`src/design/pin_mode_cfg.svh`:
```
// constants for the direct-control pin mode logic
`ifndef PIN_MODE_CFG_SVH
`define PIN_MODE_CFG_SVH
`define CHANNELS 8
`define MAP_A_RESET 8'h04
`define MAP_B_RESET 8'h08
`define CTRL_RESET 8'h00
`define SYNC_STAGES 2
`endif

```
`src/design/pin_mode_pkg.sv`:
```
// types shared by the pin mode logic
package pin_mode_pkg;
  typedef enum logic [1:0] {
    MODE_NORMAL,
    MODE_FAILSAFE,
    MODE_SLEEP
  } op_mode_e;

  typedef struct packed {
    logic [7:0] ctrl;
    logic [7:0] map_a;
    logic [7:0] map_b;
  } soft_regs_s;
endpackage

```
`src/design/pin_sync.sv`:
```
// two-stage synchroniser for a bus of pin levels
`timescale 1ns/10ps
module pin_sync #(
  parameter int WIDTH = 1
) (
  // clock and reset
  input wire logic i_clock,
  input wire logic i_srst,
  // pins
  input wire logic [WIDTH-1:0] i_async,
  output logic [WIDTH-1:0] o_sync
);
  logic [WIDTH-1:0] meta_ff;
  logic [WIDTH-1:0] sync_ff;

  initial begin
    if (WIDTH < 1) $error("pin_sync width must be positive");
  end

  always_ff @(posedge i_clock) begin
    if (i_srst) begin
      meta_ff <= '0;
      sync_ff <= '0;
    end else begin
      meta_ff <= i_async;
      sync_ff <= meta_ff;
    end
  end

  assign o_sync = sync_ff;
endmodule

```
`src/design/control_pin_mode_logic.sv`:
```
// direct-control pin mode logic: input mapping, monitor and mode select
`timescale 1ns/10ps
`include "pin_mode_cfg.svh"

module control_pin_mode_logic #(
  parameter int CHANNELS = `CHANNELS
) (
  // clock and reset
  input wire logic i_clock,
  input wire logic i_srst,
  // control pins
  input wire logic i_direct_input_a,
  input wire logic i_direct_input_b,
  input wire logic i_idle_n,
  // serial side
  input wire logic i_chip_select_n,
  input wire logic i_so_data,
  input wire logic i_so_oe,
  // software register writes
  input wire logic i_ctrl_we,
  input wire logic [7:0] i_ctrl_wdata,
  input wire logic i_map_a_we,
  input wire logic [7:0] i_map_a_wdata,
  input wire logic i_map_b_we,
  input wire logic [7:0] i_map_b_wdata,
  // status and control outputs
  output logic [7:0] o_channel_on,
  output logic [1:0] o_input_level_monitor,
  output logic [7:0] o_ctrl,
  output logic [7:0] o_map_a,
  output logic [7:0] o_map_b,
  output logic o_spi_enable,
  output logic o_so_data,
  output logic o_so_oe,
  output logic o_uv_detect_enable,
  output logic o_failsafe,
  output logic o_sleep
);
  // =========================================================
  // pin synchronisation
  logic [2:0] pins_sync;
  logic in_a;
  logic in_b;
  logic idle_n;

  // idle travels inverted: a cleared synchroniser reads as awake, so no false sleep after reset
  pin_sync #(
    .WIDTH(3)
  ) i_pin_sync (
    .i_clock(i_clock),
    .i_srst(i_srst),
    .i_async({~i_idle_n, i_direct_input_b, i_direct_input_a}),
    .o_sync(pins_sync)
  );

  assign in_a = pins_sync[0];
  assign in_b = pins_sync[1];
  assign idle_n = !pins_sync[2];

  initial begin
    if (CHANNELS != 8) $error("control_pin_mode_logic serves exactly 8 channels");
  end

  // =========================================================
  // mode selection
  pin_mode_pkg::op_mode_e nxt_mode;
  // mode kept as registered flags so every mode output leaves a flip-flop
  logic spi_en_ff;
  logic uv_en_ff;
  logic failsafe_ff;
  logic sleep_ff;
  logic nxt_awake;
  logic nxt_failsafe;

  always_comb begin
    if (idle_n) begin
      nxt_mode = pin_mode_pkg::MODE_NORMAL;
    end else if (in_a || in_b) begin
      nxt_mode = pin_mode_pkg::MODE_FAILSAFE;
    end else begin
      nxt_mode = pin_mode_pkg::MODE_SLEEP;
    end
    nxt_awake = (nxt_mode != pin_mode_pkg::MODE_SLEEP);
    nxt_failsafe = (nxt_mode == pin_mode_pkg::MODE_FAILSAFE);
  end

  always_ff @(posedge i_clock) begin
    if (i_srst) begin
      spi_en_ff <= 1'b1;
      uv_en_ff <= 1'b1;
      failsafe_ff <= 1'b0;
      sleep_ff <= 1'b0;
    end else begin
      spi_en_ff <= nxt_awake;
      uv_en_ff <= nxt_awake;
      failsafe_ff <= nxt_failsafe;
      sleep_ff <= !nxt_awake;
    end
  end

  // =========================================================
  // software registers
  // held at default whenever idle is low, so fail-safe cannot inherit stale maps
  pin_mode_pkg::soft_regs_s regs_ff;
  pin_mode_pkg::soft_regs_s nxt_regs;

  always_comb begin
    nxt_regs = regs_ff;
    if (!idle_n) begin
      nxt_regs.ctrl = `CTRL_RESET;
      nxt_regs.map_a = `MAP_A_RESET;
      nxt_regs.map_b = `MAP_B_RESET;
    end else begin
      if (i_ctrl_we) begin
        nxt_regs.ctrl = i_ctrl_wdata;
      end
      if (i_map_a_we) begin
        nxt_regs.map_a = i_map_a_wdata;
      end
      if (i_map_b_we) begin
        nxt_regs.map_b = i_map_b_wdata;
      end
    end
  end

  always_ff @(posedge i_clock) begin
    if (i_srst) begin
      regs_ff.ctrl <= `CTRL_RESET;
      regs_ff.map_a <= `MAP_A_RESET;
      regs_ff.map_b <= `MAP_B_RESET;
    end else begin
      regs_ff <= nxt_regs;
    end
  end

  // =========================================================
  // channel drive, monitor and serial gating
  logic [7:0] channel_ff;
  logic [7:0] nxt_channel;
  logic [1:0] monitor_ff;
  logic [1:0] nxt_monitor;
  logic so_data_ff;
  logic so_oe_ff;
  logic nxt_so_oe;

  always_comb begin
    nxt_monitor = {in_b, in_a};
    case (nxt_mode)
      pin_mode_pkg::MODE_NORMAL: begin
        nxt_channel = regs_ff.ctrl | ({8{in_a}} & regs_ff.map_a) |
          ({8{in_b}} & regs_ff.map_b);
      end
      pin_mode_pkg::MODE_FAILSAFE: begin
        nxt_channel = ({8{in_a}} & `MAP_A_RESET) | ({8{in_b}} & `MAP_B_RESET);
      end
      pin_mode_pkg::MODE_SLEEP: begin
        nxt_channel = 8'h00;
      end
      default: begin
        nxt_channel = 8'h00;
      end
    endcase
    // transfers ignored in sleep even if chip select is low
    nxt_so_oe = i_so_oe && !i_chip_select_n &&
      (nxt_mode != pin_mode_pkg::MODE_SLEEP);
  end

  always_ff @(posedge i_clock) begin
    if (i_srst) begin
      channel_ff <= 8'h00;
      monitor_ff <= 2'h0;
      so_data_ff <= 1'b0;
      so_oe_ff <= 1'b0;
    end else begin
      channel_ff <= nxt_channel;
      monitor_ff <= nxt_monitor;
      so_data_ff <= i_so_data;
      so_oe_ff <= nxt_so_oe;
    end
  end

  assign o_channel_on = channel_ff;
  assign o_input_level_monitor = monitor_ff;
  assign o_ctrl = regs_ff.ctrl;
  assign o_map_a = regs_ff.map_a;
  assign o_map_b = regs_ff.map_b;
  assign o_so_data = so_data_ff;
  assign o_so_oe = so_oe_ff;
  assign o_spi_enable = spi_en_ff;
  assign o_uv_detect_enable = uv_en_ff;
  assign o_failsafe = failsafe_ff;
  assign o_sleep = sleep_ff;
endmodule

```
`config.mk`:
```
export PLATFORM = sky130hd
export DESIGN_NAME = control_pin_mode_logic
export DESIGN_NICKNAME = d
export VERILOG_FILES = /design/src/design/pin_mode_pkg.sv /design/src/design/pin_sync.sv /design/src/design/control_pin_mode_logic.sv
export VERILOG_INCLUDE_DIRS = /design/src /design/src/design
export SDC_FILE = /design/constraint.sdc
export NUM_CORES = 1
export LEC_CHECK = 0
export ABC_AREA = 1
export BUFFER_PORTS_ARGS = -buffer_cell sky130_fd_sc_hd__buf_2
export CORE_AREA = 8 8 62 77
export CTS_BUF_LIST = sky130_fd_sc_hd__clkbuf_4 sky130_fd_sc_hd__clkbuf_8
export DETAILED_ROUTE_END_ITERATION = 6
export DIE_AREA = 0 0 70 85
export PLACE_DENSITY_LB_ADDON = 0.05
export SLEW_MARGIN = 20
export SYNTH_ARGS = -nofsm -noshare
export SYNTH_HDL_FRONTEND = slang
export SYNTH_SLANG_ARGS = --single-unit
```
`constraint.sdc`:
```
create_clock -name i_clock -period 1.1 [get_ports i_clock]
set_input_delay 0 -clock i_clock [delete_from_list [all_inputs] [get_ports i_clock]]
set_output_delay 0 -clock i_clock [all_outputs]
set_load 0.02 [all_outputs]
```
### Yosys cells after proc, flatten, opt, wreduce, memory -nomap -nowiden

Cells that the tools add are included.

* bits in registers: 45
* logic and storage cells: 30
* input port bits: 35
* output and inout port bits: 40

* equality and inequality tests: 2
* bitwise logic cells: 6
* reduce and logical (&&, ||, !) cells: 7
* mux-type cells: 3

Operators by type and width (count)
* 8-bit AND: 2
* 8-bit bitwise OR: 2
* 8-bit case mux with 2 select lines: 1
* 2-bit two-way mux: 2
* 3-bit by 4-bit bitwise OR with 4-bit output: 1
* 2-bit by 1-bit equality test with 1-bit output (second input constant): 1
* 1-bit logical AND: 2
* 1-bit zero test: 2
* 2-bit zero test: 1
* 2-bit inequality test (second input constant): 1
* 2-bit OR reduction: 1
* 1-bit logical OR: 1
* 1-bit inverter: 1

### Longest topological paths before layout

Gate-level depths: netlist of run 1.

* depth after elaboration: 5
* mapped depth: 5
* mapped depth without buffers: 4

### By module

From an unflattened synthesis of run 1, not the netlist that was laid out.

* cells, all modules: 198
* area, all modules: 1656.6 um^2

Modules (own cells, without submodules)
* control_pin_mode_logic: instances 1, area an instance 1491.4 um^2, sequential area each 780.7 um^2, cells an instance 180
* pin_sync: instances 1, area an instance 165.2 um^2, sequential area each 120.1 um^2, cells an instance 18

### Worst setup path after synthesis of run 1

OpenSTA, ideal clock, no wires.

* kind: reg2reg
* from: reg i_pin_sync.sync_ff[2], in the netlist i_pin_sync.o_sync[2]
* to: reg channel_ff[2], in the netlist o_channel_on[2]
* arrival time: 0.688 ns
* clock period less this slack: 0.807 ns
* setup slack: 0.293 ns
* stages on the path, launching flop included: 5
* data required time: 0.981 ns
* setup time: 0.119 ns
* path buffers: 1
* cell sequence: dfxtp_1 nor2_4 buf_6 o21ai_0 nand2_1

* cells in the longest elaborated chain, start to end: 3
* elaborated cells on any way between the ends: 4
* those cells by class: 1 x eq/ne; 2 x mux; 1 x reduce/logical

Ends and longest elaborated chain
* start, declared: line pin_sync.sv:14 `logic [WIDTH-1:0] sync_ff;`
* start signal, assigned: line pin_sync.sv:26 `sync_ff <= meta_ff;`
* 2-bit two-way mux *: line control_pin_mode_logic.sv:76 `if (idle_n) begin`
* 2-bit by 1-bit equality test with 1-bit output or 2-bit zero test (tied branches): line control_pin_mode_logic.sv:148 `case (nxt_mode)`
* 8-bit case mux with 2 select lines *: line control_pin_mode_logic.sv:148
* end signal, assigned: line control_pin_mode_logic.sv:175 `channel_ff <= nxt_channel;`
* end, declared: line control_pin_mode_logic.sv:138 `logic [7:0] channel_ff;`

Every way passes the cells marked *; elsewhere a longest branch is shown, timed or not.
A chain may end at the register's enable or synchronous reset.

### Final worst setup path of run 1

* from: reg i_pin_sync.sync_ff[2], in the netlist i_pin_sync.o_sync[2]
* to: reg regs_ff, in the netlist o_ctrl[4]

* cells in the longest elaborated chain, start to end: 1

Ends and longest elaborated chain
* 2-bit OR reduction (no source line)
* end signal, assigned: line control_pin_mode_logic.sv:132 `regs_ff <= nxt_regs;`
* end, declared: line control_pin_mode_logic.sv:104 `pin_mode_pkg::soft_regs_s regs_ff;`

Every way passes these cells.

==> results of run 1 <==
[sequential cells by signal, indices dropped and copies added (netlist names)]
| name | flops |
|---|---|
| o_map_a | 8 |
| o_channel_on | 8 |
| o_map_b | 8 |
| o_so_data | 1 |
| o_uv_detect_enable | 1 |
| o_so_oe | 1 |
| o_failsafe | 1 |
| i_pin_sync.meta_ff | 3 |
| o_ctrl | 8 |
| i_pin_sync.o_sync | 3 |
| o_input_level_monitor | 2 |
| o_sleep | 1 |
[path summary, 6_finish.rpt]
path / from / end / slack, ps / depth (start not counted)
setup reg to reg: i_pin_sync.o_sync[2] / o_ctrl[4] / 140 / 4
hold / removal: i_ctrl_we / o_ctrl[0] / 20 / 3
setup / recovery: i_pin_sync.o_sync[2] / o_ctrl[4] / 140 / 4
hold reg to reg: i_pin_sync.meta_ff[0] / i_pin_sync.o_sync[0] / 410 / 2
[kinds of logic (layout without fill, tap and decap cells)]
kind of cell / Yosys count / in the layout
buf+inv: 33 / 138
flops: 45 / 45
compound gates: 33 / 33
simple gates: 86 / 86
[Yosys cell counts]
cell,instances
buf_4,1
nand3_1,5
nor2_4,1
buf_2,2
inv_2,3
dfxtp_1,45
inv_1,21
nand2_1,67
o21ai_0,9
a21oi_1,2
a21oi_2,21
nor2_1,12
buf_6,6
nor2_2,1
o21ai_2,1
[where the power goes]
group | internal, uW | leakage, uW | total (uW) | switching, uW
clock network | 525 | 0.0000498 | 1040 | 512
registers | 1710 | 0.000370 | 1760 | 50.8
logic | 231 | 0.000803 | 512 | 281
[metrics by stage]
| stage | area (um2) | total power [uW] | cells | util | setup slack, ps |
|---|---|---|---|---|---|
| after floorplan | 1660 | 2070 | 197 | - | 293 |
| final | 2420 | 3310 | 342 | 0.666 | 142 |
| after detailed placement | 2030 | 2230 | 304 | 0.558 | 147 |
| after global routing | 2420 | 3460 | 342 | 0.666 | 8.79 |
| after CTS | 2420 | 3350 | 342 | 0.666 | 121 |
| after global placement | 2030 | 2230 | 304 | 0.558 | 157 |
[repair_timing]
item | in CTS | in global routing
endpoints found under the hold margin | 29 | 0
hold buffers | 30 | 0
endpoints found under the setup margin | 0 | 0
buffers inserted | 0 | 0
[placed cells by master (no fill, tap or decap)]
master,synthesis,final
a21oi_1,2,2
a21oi_2,21,21
buf_12,0,1
buf_2,2,74
buf_4,1,1
clkbuf_4,0,3
clkbuf_8,0,5
dfxtp_1,45,45
dlygate4sd3_1,0,30
inv_1,21,21
inv_2,3,3
nand2_1,67,67
nand3_1,5,5
nor2_1,12,12
nor2_2,1,1
nor2_4,1,1
o21ai_0,9,9
o21ai_2,1,1
[routing by layer]
metal	vias to the layer above	track usage
met5	-	0
met4	0	0.0659
met3	7	0.0723
met2	53	0.276
met1	663	0.146
li1	809	-
[worst max-delay path, cell delays in order, from the launching register on]
cell	delay [ps]
dfxtp_1	360
nor2_4	200
inv_2	60
buf_12	170
a21oi_2	100
[cell type report]
cell class	count	area, um2	share of cell area
Timing Repair Buffer	106	698	0.289
Sequential cell	45	901	0.373
Clock buffer	8	91.3	0.0378
Inverter	24	90.1	0.0373
Tap cell	40	50.0	0.0207
Multi-Input combinational cell	119	587	0.243
==> flow_summary.json, run 1 <==
{
  "drive_gt1_frac": 0.368,
  "synthDominantCellAreaShare": 0.542,
  "via_count": 1532,
  "dp_hpwl_mm": 3.21,
  "yosysTopAreaCell": "dfxtp_1",
  "yosys_warnings": 0,
  "grt_pass1_wl_mm": 7.36,
  "muxShareOfSynthArea": 0,
  "cts_root_buf": "clkbuf_8",
  "grt_usage": 0.154,
  "synth_cell_types": 15,
  "outcome": "completed",
  "hp-class": "in -> reg",
  "cts.repair.resized": 0,
  "ys_ff_latch": 45,
  "core-area_um2": 3630,
  "relSlewSlack": 0.789,
  "antenna_cells": 0,
  "top_layer": "met4",
  "cts_tree": "built",
  "dieArea_um2": 5950,
  "wirelength_mm": 4.50,
  "clk_pin_slew_worst_paths_ps": 80,
  "cts_made_buffers": 5,
  "drtIter0Drc": 42,
  "placementRows": 25,
  "clock_latency_ps": 290,
  "port_buffers": 74,
  "synth_xor_area_frac": 0,
  "cts.sinks": 45,
  "met2_length_mm": 2.28,
  "syn_nets": 232,
  "initial_core_util": 0.458,
  "drtPass1Iterations": 4,
  "grt-ovfl-total": 0,
  "antenna_found_initial": 0,
  "syn_inst": 197,
  "grt_start_max_net_pins": 21,
  "synth_simple_gate_area_share": 0.204,
  "fin_nets": 336,
  "tns_ps": 0,
  "critPathMaxFanout": 20,
  "vias_per_cell": 4.48,
  "wl_met1_mm": 1.72,
  "synth_compound_area_frac": 0.149,
  "netlist_area_um2": 1660,
  "cp-start-kind": "register",
  "worstSetupPathType": "reg -> reg",
  "worst_hold_slack_ps": 22.3,
  "setup_viol": 0,
  "routedWlPerCell_um": 13.1,
  "rsz0062_at_grt": "false",
  "fmax_mhz": 1040,
  "gp_congestion": 0.762,
  "synth_top_family_by_area": "simple AND/OR/NAND/NOR gates",
  "die_h_um": 85,
  "maxCapViolCount": 0,
  "ys_seq_area_frac": 0.542,
  "finalCritPeriodShare": 0.871,
  "fill_cells": 299,
  "power.leakage_uw": 0.00122,
  "cts_buffer_depth": 2,
  "avgSynthCellArea_um2": 8.44,
  "drc": 0,
  "cellPowerDensity_nw_per_um2": 1370,
  "fin_crit_ps": 958,
  "grt_pass1_vias": 1643,
  "cp.required_ps": 1340,
  "fin_skew_ps": 5.27,
  "ir_worst_vdd_uv": 1210,
  "die_width_um": 70,
  "detail-route-antenna-nets": 0,
  "yosys-top-cells-area": "dfxtp_1 (54%), nand2_1 (15%), a21oi_2 (11%)",
  "final_hold_viol_count": 0,
  "io_pins": 75,
  "worstMarginPinSlew_ps": 317,
  "end_kind": "register",
  "synthAdderAreaFrac": 0,
  "drv_slew": 0,
  "syn_to_final_growth_pct": 45.4,
  "cts-htree-levels": 2,
  "dr_wl_met3_um": 412,
  "worstPathArrival_ps": 1200
}
(Power assumes the default switching activity.)
==> run 2, diff against run 1 <==
--- a/config.mk
+++ b/config.mk
@@ -6,12 +6,11 @@
 export SDC_FILE = /design/constraint.sdc
 export NUM_CORES = 1
 export LEC_CHECK = 0
-export ABC_AREA = 1
 export BUFFER_PORTS_ARGS = -buffer_cell sky130_fd_sc_hd__buf_2
-export CORE_AREA = 8 8 62 77
+export CORE_AREA = 8 8 61 76
 export CTS_BUF_LIST = sky130_fd_sc_hd__clkbuf_4 sky130_fd_sc_hd__clkbuf_8
 export DETAILED_ROUTE_END_ITERATION = 6
-export DIE_AREA = 0 0 70 85
+export DIE_AREA = 0 0 69 84
 export PLACE_DENSITY_LB_ADDON = 0.05
 export SLEW_MARGIN = 20
 export SYNTH_ARGS = -nofsm -noshare
==> run 2 against run 1 <==
Effect of this change:
- final cell count fell by 16%
- synthesized cell count fell by 30%
- worst setup slack got worse by 60 ps
- clock power up 23%
- cell area shrank 2.9%
- die area decreased by 2.6%
- combinational power is essentially flat
- total power up 7.5%
- maximum frequency fell by 5.9%
- sequential power is essentially flat
- clock skew up 1.5 ps
- wire length is 9.0% lower
==> flow_summary.json, run 2 <==
{
  "outcome": "completed",
  "gp_congestion": 0.742,
  "antenna_found_initial": 0,
  "antenna_cells": 0,
  "worstMarginPinSlew_ps": 309,
  "yosysMostFrequentCell": "dfxtp_1",
  "async_reset_ff_frac": 0,
  "syn_nets": 173,
  "power_uw": 3560,
  "reg2reg_setup_slack_ps": 80,
  "drtPass1Iterations": 4,
  "yosys_warnings": 0,
  "port_buffers": 74,
  "clock_latency_ps": 300,
  "cts_buffer_depth": 2,
  "fin_skew_ps": 6.75,
  "fin_nets": 281,
  "via_count": 1370,
  "critPathMaxFanout": 6,
  "avgSynthCellArea_um2": 11.0,
  "synthDominantCellAreaShare": 0.595,
  "wirelength_mm": 4.09,
  "cts-htree-levels": 2,
  "ys_ff_latch": 45,
  "dieArea_um2": 5800,
  "hp-class": "in -> reg",
  "cp.required_ps": 1290,
  "syn_inst": 138,
  "crit_chain": "or2_1 > a211o_1",
  "cp-start-kind": "register",
  "synth_ff_type": "dfxtp_1",
  "fin_crit_ps": 1020,
  "rsz0062_at_grt": "false",
  "top_layer": "met4",
  "cts.repair.resized": 0,
  "wl_met1_mm": 1.70,
  "cts.sinks": 45,
  "cts_made_buffers": 5,
  "grt-ovfl-total": 0,
  "power.leakage_uw": 0.00116,
  "setup_viol": 0,
  "end_kind": "register",
  "drv_slew": 0,
  "drive_gt1_frac": 0.372,
  "routedWlPerCell_um": 14.3,
  "die_width_um": 69,
  "placementRows": 24,
  "critPathTopFamily": "flip-flops",
  "grt_usage": 0.142,
  "drc": 0,
  "final_cell_mix": "buf_2 (74), dfxtp_1 (45), nor2_1 (30), dlygate4sd3_1 (30), mux2i_1 (22)",
  "initial_core_util": 0.442,
  "met2_length_mm": 2.04,
  "slowest_delay_ps": 320,
  "drtIter0Drc": 63,
  "slowest_stage": "dfxtp_1",
  "maxCapViolCount": 0,
  "clk_pin_slew_worst_paths_ps": 80,
  "cts_tree": "built",
  "final_hold_viol_count": 0,
  "die_h_um": 84,
  "finalCritPeriodShare": 0.926,
  "detail-route-antenna-nets": 0,
  "dp_hpwl_mm": 3.04,
  "tns_ps": 0,
  "cellPowerDensity_nw_per_um2": 1520,
  "io_pins": 75,
  "cts_root_buf": "clkbuf_8",
  "yosysTopAreaCell": "dfxtp_1",
  "place_area_um2": 1930,
  "worstPathArrival_ps": 1200,
  "relSlewSlack": 0.789,
  "yosys-top-cells-area": "dfxtp_1 (60%), mux2i_1 (15%), nor2_1 (7.4%)",
  "fmax_mhz": 982,
  "grt_pass1_vias": 1474,
  "core-area_um2": 3420,
  "synth_cell_types": 20,
  "netlist_area_um2": 1510,
  "syn_to_final_growth_pct": 55.0,
  "ys_seq_area_frac": 0.595,
  "synth-edff-count": 0,
  "vias_per_cell": 4.79,
  "grt_start_max_net_pins": 15,
  "worstSetupPathType": "reg -> reg",
  "ir_worst_vdd_uv": 1320,
  "crit_buf_inv": 0,
  "grt_pass1_wl_mm": 6.84,
  "mostFrequentLayoutCell": "buf_2",
  "synth_common_cells": "dfxtp_1 (45), nor2_1 (30), mux2i_1 (22)",
  "design_area_um2": 2350,
  "dr_wl_met3_um": 316
}
## run 2: cell types whose count changed in the layout (fill, tap and decap cells not counted), sizes merged, moves of 2 or more
cell / previous run / this run
nand2: 67 / 0
inv: 24 / 2
mux2i: 0 / 22
a21oi: 23 / 2
nor2: 14 / 30
nor2b: 0 / 10
o21ai: 10 / 1
a221oi: 0 / 6
buf: 76 / 82
nand3: 5 / 0
a211o: 0 / 2
clkbuf: 8 / 6
or2: 0 / 2
## run 2: layer usage
metal,GRT usage,up-vias
met5,0,-
met4,0.0449,0
met3,0.0655,6
met2,0.260,54
met1,0.137,633
li1,-,677
## run 2: logic make-up after synthesis
group | share of synthesized area
AND/OR/NAND/NOR | 0.134
AO/OA/AOI/OAI | 0.0769
multiplexers | 0.145
buffers and inverters | 0.0488
flip-flops | 0.595
## run 2: where the power goes
| group | internal (uW) | total, uW | switching, uW |
|---|---|---|---|
| Clock | 738 | 1280 | 547 |
| Combinational | 255 | 515 | 260 |
| Sequential | 1710 | 1760 | 46.3 |
## run 2: worst paths after layout
path,cells after the start,end,start
hold reg to reg,1,i_pin_sync.o_sync[1],i_pin_sync.meta_ff[1]
setup / recovery,2,o_map_b[3],i_pin_sync.o_sync[2]
hold / removal,3,i_pin_sync.meta_ff[2],i_srst
setup reg to reg,2,o_map_b[3],i_pin_sync.o_sync[2]
## run 2: what timing repair did
action                    4_1_cts  5_1_grt
buffers inserted                0        0
hold buffers                   30        0
hold endpoints to repair       29        0
## run 2: through the flow
step	instances	setup WS, ps	hold WS [ps]	util
floorplan	138	73.6	72.4	-
detailed placement	248	78.5	168	0.563
CTS	286	73.0	42.5	0.686
global route	286	18.2	38.0	0.686
global placement	248	139	159	0.563
finish	286	81.8	48.8	0.686
## run 2: final cells by class
cell class	count	area, um2
fill	286	1080
sequential	45	901
timing repair buffer	112	731
multi-input combinational	80	539
clock buffer	6	82.6
tap	39	48.8
clock inverter	2	37.5
inverter	2	7.51
## run 2: tightest hold or removal path, delay by kind of cell
family                 cells  cell delay, ps
buffers and inverters      2             250
and+or+nand+nor            1              60
==> run 3, diff against run 2 <==
--- a/config.mk
+++ b/config.mk
@@ -7,10 +7,10 @@
 export NUM_CORES = 1
 export LEC_CHECK = 0
 export BUFFER_PORTS_ARGS = -buffer_cell sky130_fd_sc_hd__buf_2
-export CORE_AREA = 8 8 61 76
+export CORE_AREA = 8 8 63 79
 export CTS_BUF_LIST = sky130_fd_sc_hd__clkbuf_4 sky130_fd_sc_hd__clkbuf_8
 export DETAILED_ROUTE_END_ITERATION = 6
-export DIE_AREA = 0 0 69 84
+export DIE_AREA = 0 0 71 87
 export PLACE_DENSITY_LB_ADDON = 0.05
 export SLEW_MARGIN = 20
 export SYNTH_ARGS = -nofsm -noshare
==> constraint.sdc (replaced) <==
create_clock -name i_clock -period 0.9 [get_ports i_clock]
set_input_delay 0 -clock i_clock [delete_from_list [all_inputs] [get_ports i_clock]]
set_output_delay 0 -clock i_clock [all_outputs]
set_load 0.02 [all_outputs]
==> run 3 against run 2 <==
Effect of this change:
- the flow now finishes with violations (setup timing)
- clock skew shrank 3.1 ps
- cell area is 10% higher
- first-iteration DRC count is 19% lower
- sequential share of layout area shrank 2.9 points
- final cell count rose by 2.1%
- clock-buffer cell count down 1
- sequential power is 23% higher
- wire length grew 2.7%
- critical endpoint is now o_map_a[2]
- largest cell class unchanged
- highest routed layer unchanged
==> flow_summary.json, run 3 (synthesis results as in run 2) <==
{
  "outcome": "complete, but fails checks",
  "violations": "setup timing",
  "drtPass1Iterations": 4,
  "swShare": 0.231,
  "fin_nets": 284,
  "initial_core_util": 0.394,
  "syn_to_final_growth_pct": 70.7,
  "via_count": 1388,
  "internal_power_uw": 3560,
  "drive_gt1_frac": 0.496,
  "grt_pass1_vias": 1470,
  "cts_tree": "built",
  "final_cell_mix": "buf_2 (71), dfxtp_1 (36), dlygate4sd3_1 (30)",
  "cp-start-kind": "register",
  "ir_worst_vdd_uv": 1420,
  "worstPathArrival_ps": 1130,
  "fin_crit_ps": 940,
  "crit_chain": "or2_4 > a211o_1",
  "drtIter0Drc": 51,
  "io_pins": 75,
  "rr_worst_depth": 2,
  "dp_hpwl_mm": 3.05,
  "setup_viol": 23,
  "reg2reg_setup_slack_ps": -40,
  "cts_root_buf": "clkbuf_8",
  "place_inst": 253,
  "r2r_start": "i_pin_sync.o_sync[2]",
  "pwr-share-seq": 0.467,
  "power_uw": 4630,
  "crit_buf_inv": 0,
  "cts_made_buffers": 5,
  "cts-htree-levels": 2,
  "end_kind": "register",
  "worstMarginPinSlew_ps": 264,
  "die_width_um": 71,
  "dieArea_um2": 6180,
  "worst_hold_slack_ps": 95.3,
  "fmax_mhz": 1060,
  "switching_power_uw": 1070,
  "fin_skew_ps": 3.63,
  "comb_power_share": 0.156,
  "r2r-end": "o_map_a[2]",
  "die_h_um": 87,
  "slowest_delay_ps": 330,
  "finalCritPeriodShare": 1.04,
  "grt_start_max_net_pins": 17,
  "postLayoutCoreUtil": 0.673,
  "mostFrequentLayoutCell": "buf_2",
  "slowest_stage": "dfxtp_2",
  "wirelength_mm": 4.21,
  "drv_slew": 0,
  "power.leakage_uw": 0.00123,
  "clockPowerShare": 0.376,
  "relSlewSlack": 0.819,
  "cts_buffer_depth": 2,
  "critPathTopFamily": "flip-flops",
  "crit_start": "i_pin_sync.o_sync[2]",
  "drc": 0,
  "gp_congestion": 0.771,
  "vias_per_cell": 4.75,
  "placementRows": 26,
  "detail-route-antenna-nets": 0,
  "stdcell_count": 292,
  "port_buffers": 74,
  "cp.depth": 2,
  "antenna_cells": 0,
  "antenna_found_initial": 0,
  "critPathMaxFanout": 7,
  "cellPowerDensity_nw_per_um2": 1790,
  "cp.required_ps": 1090,
  "clk_pin_slew_worst_paths_ps": 80,
  "grt_pass1_wl_mm": 6.84,
  "routedWlPerCell_um": 14.4,
  "clock_latency_ps": 290,
  "grt_usage": 0.141,
  "hp-class": "in -> reg",
  "worstSetupPathType": "reg -> reg",
  "maxCapViolCount": 0,
  "cp-endpoint": "o_map_a[2]",
  "setup_slack_ps": -40.0,
  "grt-ovfl-total": 0,
  "core-area_um2": 3840,
  "final_hold_viol_count": 0,
  "cts.sinks": 45,
  "rsz0062_at_grt": "true"
}
==> run 3: cell types whose count changed in the layout (fill, tap and decap cells not counted), sizes merged <==
cell | before | now
buf | 82 | 85
bufinv | 1 | 2
clkbuf | 6 | 5
clkinv | 0 | 1
clkinvlp | 1 | 0
==> run 3: worst min-delay path by stage <==
stage              from                     to  cells after the start
6_report         i_srst        o_channel_on[2]                      3
5_1_grt          i_srst        o_channel_on[2]                      3
4_1_cts          i_srst        o_channel_on[2]                      3
3_5_place_dp   i_idle_n  i_pin_sync.meta_ff[2]                      2
3_3_place_gp   i_idle_n  i_pin_sync.meta_ff[2]                      2
2_1_floorplan  i_idle_n  i_pin_sync.meta_ff[2]                      1
==> run 3: layout make-up <==
cell class / instances / area (um2)
inverter: 2 / 7.51
timing repair buffer: 115 / 803
fill: 305 / 1250
clock inverter: 3 / 65.1
sequential: 45 / 917
multi-input combinational: 80 / 671
clock buffer: 5 / 68.8
tap: 42 / 52.6
==> run 3: routing by layer <==
metal / vias up / routed length [um] / global-route usage
met5: - / 0 / 0
met4: 0 / 46 / 0.0455
met3: 5 / 341 / 0.0691
met2: 49 / 2150 / 0.244
met1: 648 / 1670 / 0.145
li1: 686 / - / -
==> run 3: timing repair <==
action                     4_1_cts  5_1_grt
setup endpoints to repair       36       42
setup buffers                    1        0
hold endpoints to repair        29        0
pin swaps                        4        5
resized for setup               22       27
hold buffers                    30        0
==> run 3: metrics by stage <==
stage	setup slack [ps]	setup TNS [ps]	area [um2]
2_1_floorplan	-62.9	-1130	1520
3_3_place_gp	-84.6	-1700	1970
3_5_place_dp	-131	-2300	1970
4_1_cts	-28.2	-321	2490
5_1_grt	-83.2	-1780	2580
6_report	-40.0	-460	2580
==> run 3: power by group through the flow <==
| stage | combinational, uW | clock (uW) | sequential, uW |
|---|---|---|---|
| 2_1_floorplan | 211 | 0 | 2300 |
| 3_3_place_gp | 543 | 0 | 2200 |
| 3_5_place_dp | 552 | 0 | 2200 |
| 4_1_cts | 688 | 1790 | 2160 |
| 5_1_grt | 779 | 1890 | 2180 |
| 6_report | 723 | 1740 | 2170 |
==> run 3: worst register-to-register path: cells and delay by family (launching register included) <==
kind | cells | cell delay, ps
AND/OR/NAND/NOR | 1 | 280
flip-flops | 1 | 330
AO/OA/AOI/OAI | 1 | 230
